File: src/rtl/fts_defines.svh
// Constants for the flag test and skip logic
`ifndef FTS_DEFINES_SVH
`define FTS_DEFINES_SVH

// Instruction word width and codes
`define FTS_INSTR_W        10
`define FTS_OP_EXT0        10'h038
`define FTS_OP_CONV        10'h287
`define FTS_OP_PIN         10'h03A

// Bus widths
`define FTS_ADDR_W         8
`define FTS_DATA_W         32
`define FTS_NIB_W          4

// Register byte offsets
`define FTS_OFF_CTRL1      8'h00
`define FTS_OFF_CTRL2      8'h04
`define FTS_OFF_EXTCTRL    8'h08
`define FTS_OFF_STATUS     8'h0C
`define FTS_OFF_MASK       8'h10
`define FTS_OFF_STATE      8'h14

// Field positions
`define FTS_EXT0_EN_BIT    0
`define FTS_CONV_EN_BIT    2
`define FTS_POL_BIT        2
`define FTS_ST_EXT0_BIT    0
`define FTS_ST_CONV_BIT    1
`define FTS_ST_SKIP_BIT    2
`define FTS_SKIPPEND_BIT   0
`define FTS_ST_W           3

// Reset values
`define FTS_RST_NIB        4'h0
`define FTS_RST_ST         3'h0

// Bus responses
`define FTS_RESP_OKAY      2'h0
`define FTS_RESP_SLVERR    2'h2

`endif

File: src/rtl/fts_pkg.sv
// Types shared by the flag test and skip logic
package fts_pkg;

   // Decoded test instruction
   typedef enum logic [1:0]
   {
      FTS_OP_NONE = 2'b00,
      FTS_OP_EXT0 = 2'b01,
      FTS_OP_CONV = 2'b10,
      FTS_OP_PIN  = 2'b11
   } fts_op_t;

   // Register selected by a bus address
   typedef enum logic [2:0]
   {
      FTS_R_CTRL1   = 3'b000,
      FTS_R_CTRL2   = 3'b001,
      FTS_R_EXTCTRL = 3'b010,
      FTS_R_STATUS  = 3'b011,
      FTS_R_MASK    = 3'b100,
      FTS_R_STATE   = 3'b101,
      FTS_R_NONE    = 3'b111
   } fts_reg_t;

endpackage

File: src/rtl/fts_flag_test_skip.sv
// Skip logic for flag and interrupt pin test instructions
//
// Decided for this implementation: the placing of the registers and register access over AXI4-Lite.
`timescale 1ns/1ps
`default_nettype none
`include "fts_defines.svh"

module fts_flag_test_skip
(
   input  wire logic                       aclk,
   input  wire logic                       aresetn,
   input  wire logic                       ce,
   input  wire logic                       instr_valid,
   input  wire logic [`FTS_INSTR_W-1:0]    instr_code,
   input  wire logic                       irq_pin,
   input  wire logic                       ext0_event,
   input  wire logic                       conv_event,
   output logic                            instr_squash,
   output logic                            skip_next_reg,
   output logic                            op_is_test_reg,
   output logic                            irq,
   input  wire logic                       s_axi_awvalid,
   output logic                            s_axi_awready,
   input  wire logic [`FTS_ADDR_W-1:0]     s_axi_awaddr,
   input  wire logic                       s_axi_wvalid,
   output logic                            s_axi_wready,
   input  wire logic [`FTS_DATA_W-1:0]     s_axi_wdata,
   input  wire logic [3:0]                 s_axi_wstrb,
   output logic                            s_axi_bvalid,
   input  wire logic                       s_axi_bready,
   output logic [1:0]                      s_axi_bresp,
   input  wire logic                       s_axi_arvalid,
   output logic                            s_axi_arready,
   input  wire logic [`FTS_ADDR_W-1:0]     s_axi_araddr,
   output logic                            s_axi_rvalid,
   input  wire logic                       s_axi_rready,
   output logic [`FTS_DATA_W-1:0]          s_axi_rdata,
   output logic [1:0]                      s_axi_rresp
);
   import fts_pkg::*;

   // Map a byte address onto a register
   function automatic fts_reg_t addr_sel(input logic [`FTS_ADDR_W-1:0] addr);
      case (addr)
         `FTS_OFF_CTRL1:   addr_sel = FTS_R_CTRL1;
         `FTS_OFF_CTRL2:   addr_sel = FTS_R_CTRL2;
         `FTS_OFF_EXTCTRL: addr_sel = FTS_R_EXTCTRL;
         `FTS_OFF_STATUS:  addr_sel = FTS_R_STATUS;
         `FTS_OFF_MASK:    addr_sel = FTS_R_MASK;
         `FTS_OFF_STATE:   addr_sel = FTS_R_STATE;
         default:          addr_sel = FTS_R_NONE;
      endcase
   endfunction

   // Map an instruction word onto a test kind
   function automatic fts_op_t op_decode(input logic [`FTS_INSTR_W-1:0] code);
      case (code)
         `FTS_OP_EXT0: op_decode = FTS_OP_EXT0;
         `FTS_OP_CONV: op_decode = FTS_OP_CONV;
         `FTS_OP_PIN:  op_decode = FTS_OP_PIN;
         default:      op_decode = FTS_OP_NONE;
      endcase
   endfunction

   // Control registers written by software
   logic [`FTS_NIB_W-1:0]   irq_control_first_reg;  // Holds ext0 enable
   logic [`FTS_NIB_W-1:0]   irq_control_second_reg; // Holds conv enable
   logic [`FTS_NIB_W-1:0]   ext_irq_control_reg;    // Holds pin polarity
   logic [`FTS_ST_W-1:0]    mask_reg;               // Interrupt mask

   // Flags and skip state
   logic                    ext0_request_flag_reg;  // Ext0 request
   logic                    ext0_request_flag_next;
   logic                    conv_done_flag_reg;     // Conversion done
   logic                    conv_done_flag_next;
   logic                    skip_seen_reg;          // A skip happened
   logic                    skip_seen_next;
   logic                    skip_pending_next;

   // Named enable and polarity bits
   logic                    ext0_irq_enable;
   logic                    conv_irq_enable;
   logic                    pin_polarity_select;

   // Current instruction decode
   fts_op_t                 op;
   logic                    exec;        // Instruction really executes
   logic                    take_skip;   // Test holds, skip next
   logic                    clr_ext0;    // Skip clears ext0 flag
   logic                    clr_conv;    // Skip clears conv flag

   // Bus write side
   logic                    aw_held_reg; // Address captured
   logic [`FTS_ADDR_W-1:0]  aw_addr_reg;
   logic                    w_held_reg;  // Data captured
   logic [`FTS_DATA_W-1:0]  w_data_reg;
   logic [3:0]              w_strb_reg;
   logic                    wr_fire;     // Both halves present
   fts_reg_t                wr_sel;
   logic                    wr_lane0;    // Low byte lane enabled
   logic [`FTS_ST_W-1:0]    w1c;         // Status bits to clear
   logic [`FTS_ST_W-1:0]    status;

   // Bus read side
   fts_reg_t                rd_sel;
   logic [`FTS_DATA_W-1:0]  rd_word;

   // Enable and polarity bits taken from their registers
   assign ext0_irq_enable     = irq_control_first_reg[`FTS_EXT0_EN_BIT];
   assign conv_irq_enable     = irq_control_second_reg[`FTS_CONV_EN_BIT];
   assign pin_polarity_select = ext_irq_control_reg[`FTS_POL_BIT];

   // Status view of the flags
   assign status = {skip_seen_reg, conv_done_flag_reg, ext0_request_flag_reg};

   // A skipped word is fetched but squashed here
   assign instr_squash = instr_valid & skip_next_reg;

   // Only an unsquashed word on an enabled cycle acts
   assign exec = ce & instr_valid & ~skip_next_reg;
   assign op   = op_decode(instr_code);

   // Decide whether the current test holds
   always_comb
   begin
      take_skip = 1'b0;
      clr_ext0  = 1'b0;
      clr_conv  = 1'b0;
      if (exec)
      begin
         case (op)
            FTS_OP_EXT0:
               // Enable set turns the test into a no-operation
               if (!ext0_irq_enable && ext0_request_flag_reg)
               begin
                  take_skip = 1'b1;
                  clr_ext0  = 1'b1;
               end
            FTS_OP_CONV:
               // Same shape as the ext0 test
               if (!conv_irq_enable && conv_done_flag_reg)
               begin
                  take_skip = 1'b1;
                  clr_conv  = 1'b1;
               end
            // Skip when the pin matches the chosen level
            FTS_OP_PIN:  take_skip = (irq_pin == pin_polarity_select);
            default:     take_skip = 1'b0;
         endcase
      end
   end

   // Software write clear of status bits
   assign wr_sel   = addr_sel(aw_addr_reg);
   assign wr_fire  = aw_held_reg & w_held_reg & ~s_axi_bvalid;
   assign wr_lane0 = w_strb_reg[0];
   assign w1c      = (wr_fire && wr_lane0 && wr_sel == FTS_R_STATUS) ?
                     w_data_reg[`FTS_ST_W-1:0] : `FTS_RST_ST;

   // Next flag values, a new event beats any clear
   always_comb
   begin
      ext0_request_flag_next = ext0_request_flag_reg;
      conv_done_flag_next    = conv_done_flag_reg;
      skip_seen_next         = skip_seen_reg;
      if (clr_ext0 || w1c[`FTS_ST_EXT0_BIT])
         ext0_request_flag_next = 1'b0;
      if (clr_conv || w1c[`FTS_ST_CONV_BIT])
         conv_done_flag_next = 1'b0;
      if (w1c[`FTS_ST_SKIP_BIT])
         skip_seen_next = 1'b0;
      if (ext0_event)
         ext0_request_flag_next = 1'b1;
      if (conv_event)
         conv_done_flag_next = 1'b1;
      if (take_skip)
         skip_seen_next = 1'b1;
   end

   // Skip state: a squashed word ends the pending skip
   always_comb
   begin
      skip_pending_next = skip_next_reg;
      if (ce && instr_valid)
         skip_pending_next = take_skip;
   end

   // Flag registers
   always_ff @(posedge aclk)
   begin
      if (!aresetn)
      begin
         ext0_request_flag_reg <= 1'b0;
         conv_done_flag_reg    <= 1'b0;
         skip_seen_reg         <= 1'b0;
      end
      else if (ce)
      begin
         ext0_request_flag_reg <= ext0_request_flag_next;
         conv_done_flag_reg    <= conv_done_flag_next;
         skip_seen_reg         <= skip_seen_next;
      end
   end

   // Skip request towards the core and test marker
   always_ff @(posedge aclk)
   begin
      if (!aresetn)
      begin
         skip_next_reg  <= 1'b0;
         op_is_test_reg <= 1'b0;
      end
      else if (ce)
      begin
         skip_next_reg  <= skip_pending_next;
         op_is_test_reg <= exec && (op != FTS_OP_NONE);
      end
   end

   // Interrupt output from unmasked status bits
   assign irq = |(status & mask_reg);

   // Write address capture
   always_ff @(posedge aclk)
   begin
      if (!aresetn)
      begin
         aw_held_reg <= 1'b0;
         aw_addr_reg <= '0;
      end
      else if (ce)
      begin
         if (s_axi_awvalid && s_axi_awready)
         begin
            aw_held_reg <= 1'b1;
            aw_addr_reg <= s_axi_awaddr;
         end
         else if (wr_fire)
            aw_held_reg <= 1'b0;
      end
   end

   // Write data capture
   always_ff @(posedge aclk)
   begin
      if (!aresetn)
      begin
         w_held_reg <= 1'b0;
         w_data_reg <= '0;
         w_strb_reg <= '0;
      end
      else if (ce)
      begin
         if (s_axi_wvalid && s_axi_wready)
         begin
            w_held_reg <= 1'b1;
            w_data_reg <= s_axi_wdata;
            w_strb_reg <= s_axi_wstrb;
         end
         else if (wr_fire)
            w_held_reg <= 1'b0;
      end
   end

   // Each half is accepted once until the response is taken
   assign s_axi_awready = ~aw_held_reg & ~s_axi_bvalid;
   assign s_axi_wready  = ~w_held_reg & ~s_axi_bvalid;

   // Write response, error for an unmapped address
   always_ff @(posedge aclk)
   begin
      if (!aresetn)
      begin
         s_axi_bvalid <= 1'b0;
         s_axi_bresp  <= `FTS_RESP_OKAY;
      end
      else if (ce)
      begin
         if (wr_fire)
         begin
            s_axi_bvalid <= 1'b1;
            s_axi_bresp  <= (wr_sel == FTS_R_NONE) ? `FTS_RESP_SLVERR : `FTS_RESP_OKAY;
         end
         else if (s_axi_bready)
            s_axi_bvalid <= 1'b0;
      end
   end

   // Control register writes, low lane only
   always_ff @(posedge aclk)
   begin
      if (!aresetn)
      begin
         irq_control_first_reg  <= `FTS_RST_NIB;
         irq_control_second_reg <= `FTS_RST_NIB;
         ext_irq_control_reg    <= `FTS_RST_NIB;
         mask_reg               <= `FTS_RST_ST;
      end
      else if (ce && wr_fire && wr_lane0)
      begin
         case (wr_sel)
            FTS_R_CTRL1:   irq_control_first_reg  <= w_data_reg[`FTS_NIB_W-1:0];
            FTS_R_CTRL2:   irq_control_second_reg <= w_data_reg[`FTS_NIB_W-1:0];
            FTS_R_EXTCTRL: ext_irq_control_reg    <= w_data_reg[`FTS_NIB_W-1:0];
            FTS_R_MASK:    mask_reg               <= w_data_reg[`FTS_ST_W-1:0];
            default:       ; // Status is handled by the clear path
         endcase
      end
   end

   // Read multiplexer
   assign rd_sel = addr_sel(s_axi_araddr);
   always_comb
   begin
      rd_word = '0;
      case (rd_sel)
         FTS_R_CTRL1:   rd_word[`FTS_NIB_W-1:0] = irq_control_first_reg;
         FTS_R_CTRL2:   rd_word[`FTS_NIB_W-1:0] = irq_control_second_reg;
         FTS_R_EXTCTRL: rd_word[`FTS_NIB_W-1:0] = ext_irq_control_reg;
         FTS_R_STATUS:  rd_word[`FTS_ST_W-1:0]  = status;
         FTS_R_MASK:    rd_word[`FTS_ST_W-1:0]  = mask_reg;
         FTS_R_STATE:   rd_word[`FTS_SKIPPEND_BIT] = skip_next_reg;
         default:       rd_word = '0;
      endcase
   end

   // One read at a time
   assign s_axi_arready = ~s_axi_rvalid;

   // Read data and response
   always_ff @(posedge aclk)
   begin
      if (!aresetn)
      begin
         s_axi_rvalid <= 1'b0;
         s_axi_rdata  <= '0;
         s_axi_rresp  <= `FTS_RESP_OKAY;
      end
      else if (ce)
      begin
         if (s_axi_arvalid && s_axi_arready)
         begin
            s_axi_rvalid <= 1'b1;
            s_axi_rdata  <= rd_word;
            s_axi_rresp  <= (rd_sel == FTS_R_NONE) ? `FTS_RESP_SLVERR : `FTS_RESP_OKAY;
         end
         else if (s_axi_rready)
            s_axi_rvalid <= 1'b0;
      end
   end

endmodule
`default_nettype wire

File: config.mk
export PLATFORM = sky130hd
export DESIGN_NAME = fts_flag_test_skip
export DESIGN_NICKNAME = d
export VERILOG_FILES = /design/src/rtl/fts_pkg.sv /design/src/rtl/fts_flag_test_skip.sv
export VERILOG_INCLUDE_DIRS = /design/src /design/src/rtl
export SDC_FILE = /design/constraint.sdc
export NUM_CORES = 1
export LEC_CHECK = 0
export BUFFER_PORTS_ARGS = -buffer_cell sky130_fd_sc_hd__buf_4
export CORE_MARGIN = 8
export CORE_UTILIZATION = 51
export DETAILED_ROUTE_END_ITERATION = 10
export HOLD_SLACK_MARGIN = 0.03
export PLACE_DENSITY = 0.86
export SLEW_MARGIN = 10
export SYNTH_ARGS = -nofsm -noshare
export SYNTH_HDL_FRONTEND = slang
export SYNTH_SLANG_ARGS = --single-unit
File: constraint.sdc
create_clock -name aclk -period 3.3 [get_ports aclk]
set_input_delay 0 -clock aclk [delete_from_list [all_inputs] [get_ports aclk]]
set_output_delay 0 -clock aclk [all_outputs]
set_load 0.03 [all_outputs]
==> qor.txt <==
Status: completed
Clock sink total: 43
Count of cell types in the netlist: 58
DR vias/cell: 5.46
Initial drt markers: 166
FILL cells: 445
Share of layout cells above drive strength 1: 20.9%
Synth area leaders: dfxtp_1, buf_4, mux2i_1
Routed WL per cell: 15.8 µm
Antenna cells: 0
DR DRC count: 0
Die width: 87.4 µm
Fin nets: 442
Crit path capture type: register
Drt first pass iters: 5
Final slew viol count: 0
First-pass GRT wire length: 11.5 mm
Cells after Synth: 306
Crit path DAT: 2.65 ns
Post-Layout Inst Area: 3230 µm²
GRT overflow: 0
Routability Congestion: 0.901
TNS Setup: 0 ns
Clock slew seen by the registers of the worst setup and hold paths: 0.08 ns
Post-synth top area cell: dfxtp_1
Commonest non-fill, non-tap cell in the layout: buf_4
Vias in the first global route: 2,384
Initial antenna violation count: 0
TritonCTS Buffers: 5
Seq/Total Area, Yosys: 33.1%
Vias post-DR: 2,390
Critical Path RT: 3.52 ns
Layout Utilization: 64.4%
Max-slew headroom: 32.7%
Clock root cell: clkbuf_8
Port Buffers: 57
Critical Path Fanout Max: 13
Final setup viols: 0
Hold/Removal Path Class: in -> reg
Cell Area, Synth: 2600 µm²
Max cap viols: 0
Initial Util: 51.9%
Commonest register cell after synthesis: dfxtp_1
Largest net degree at the start of global routing: 48
Clock latency on the worst-skew pair: 0.30 ns
Critical path class: in -> reg
Syn-to-layout area delta: 24.2%
Total GRT Usage: 18.6%
Final Hold Viols: 0
Post-CTS Setup Inserts: 0
Leakage: 1.26 nW
Clock Skew: 0.00351 ns
Antenna Violating Nets Remaining: 0
Post-synth top area share: 33.1%
I/O pins: 119
Die area: 7640 µm²
YS warnings: 0
RSZ-0062 raised after global routing: no
Commonest cells after routing, fill and taps aside: buf_4, dfxtp_1, conb_1
Largest register FFs: 8
Cell Area, Placed: 2940 µm²
PD cells: 390 nW/µm²
DP Wirelength: 4.95 mm
Htree depth: 2
Count of state elements after synthesis: 43
CORE AREA: 5010 µm²
FP Rows: 26
Synth Area per Inst: 8.50 µm²
Critical Path Source Type: primary input
Clk buf depth: 2
Fin crit period: 2.43 ns
Async S/R FF share, synth: 0%
Crit share post-route: 73.5%
Final WL: 6.94 mm
Die Ht: 87.4 µm
EDFF count, synth: 0
Worst-margin pin slew: 1.00 ns
Worst vdd ir: 0.208 mV
CTS tree: yes
Fmax achieved: 412 MHz
==> critical path, cell delays in order <==
cell and delay (ns):
buf_4 0.11, or3_1 0.50, nor3_1 0.44, nand2_1 0.11
ha_1 0.34, or3b_2 0.50, o221ai_1 0.29, a221oi_1 0.15
a211oi_1 0.21
==> kinds of logic (layout without fill, tap and decap cells) <==
| group | count (synthesis) | in the layout | synth area share [%] |
|---|---|---|---|
| and+or+nand+nor | 117 | 117 | 28.6 |
| AOI/OAI and AO/OA | 70 | 70 | 17.6 |
| buffers and inverters | 55 | 88 | 12.7 |
| DFF | 43 | 43 | 33.1 |
| muxes | 18 | 18 | 7.03 |
| adders and majority gates | 1 | 1 | 0.481 |
| other | 1 | 30 | 0.144 |
| xor gates and xnor gates | 1 | 1 | 0.337 |
==> through the flow <==
step | power, mW | setup slack (ns) | hold slack [ns] | instances
floorplan | 0.721 | 1.24 | 0.144 | 335
global placement | 0.758 | 0.827 | 0.255 | 414
detailed placement | 0.763 | 0.785 | 0.266 | 414
CTS | 1.26 | 0.939 | 0.0351 | 438
global route | 1.32 | 0.716 | 0.0380 | 438
finish | 1.26 | 0.874 | 0.0431 | 438
==> worst paths after layout <==
check | from | to | slack (ns) | cells after the start
setup reg to reg | aw_addr_reg[0]$_SDFFE_PN0P_ | conv_done_flag_reg$_SDFFE_PN0P_ | 0.96 | 5
setup / recovery | s_axi_araddr[7] | s_axi_rdata[1]$_SDFFE_PN0P_ | 0.87 | 9
hold / removal | instr_valid | skip_next_reg$_SDFFE_PN0P_ | 0.04 | 4
hold reg to reg | ext_irq_control_reg[1]$_SDFFE_PN0P_ | ext_irq_control_reg[1]$_SDFFE_PN0P_ | 0.49 | 2
==> area by class of cell <==
| class | instances | area, µm² | share of cell area (%) |
|---|---|---|---|
| inverter | 5 | 18.8 | 0.581 |
| sequential | 43 | 861 | 26.7 |
| multi-input combinational | 237 | 1530 | 47.2 |
| clock buffer | 6 | 72.6 | 2.25 |
| clock inverter | 2 | 60.1 | 1.86 |
| timing repair buffer | 75 | 603 | 18.7 |
| tap | 70 | 87.6 | 2.71 |
==> Yosys cell counts, types with 4 or more instances <==
master / number
dfxtp_1: 43
buf_4: 30
nor2b_1: 21
nand3_1: 18
o21ai_0: 18
clkbuf_1: 17
mux2i_1: 16
nand2_1: 15
a21boi_1: 9
a21oi_1: 9
nor2_1: 7
nand4b_1: 6
nor3_1: 6
o21ai_1: 6
and2_1: 5
inv_1: 5
a21boi_0: 4
nor3b_1: 4
==> per-layer routing <==
layer	track usage, %	up-vias	share of wire (%)
li1	-	1173	-
met1	21.2	1119	39
met2	31.5	86	51
met3	5.00	12	7.3
met4	8.44	0	1.9
met5	0	-	0
==> report_power, final <==
part / total [mW] / switching (mW) / internal [mW]
Sequential: 0.554 / 0.0202 / 0.534
Combinational: 0.218 / 0.124 / 0.0935
Clock: 0.488 / 0.186 / 0.303
Total: 1.26 / 0.330 / 0.930
==> what timing repair did <==
item	in CTS	in global routing
gates resized for setup	0	0
hold buffers	16	0
hold endpoints to repair	14	0
(Power assumes the default switching activity.)
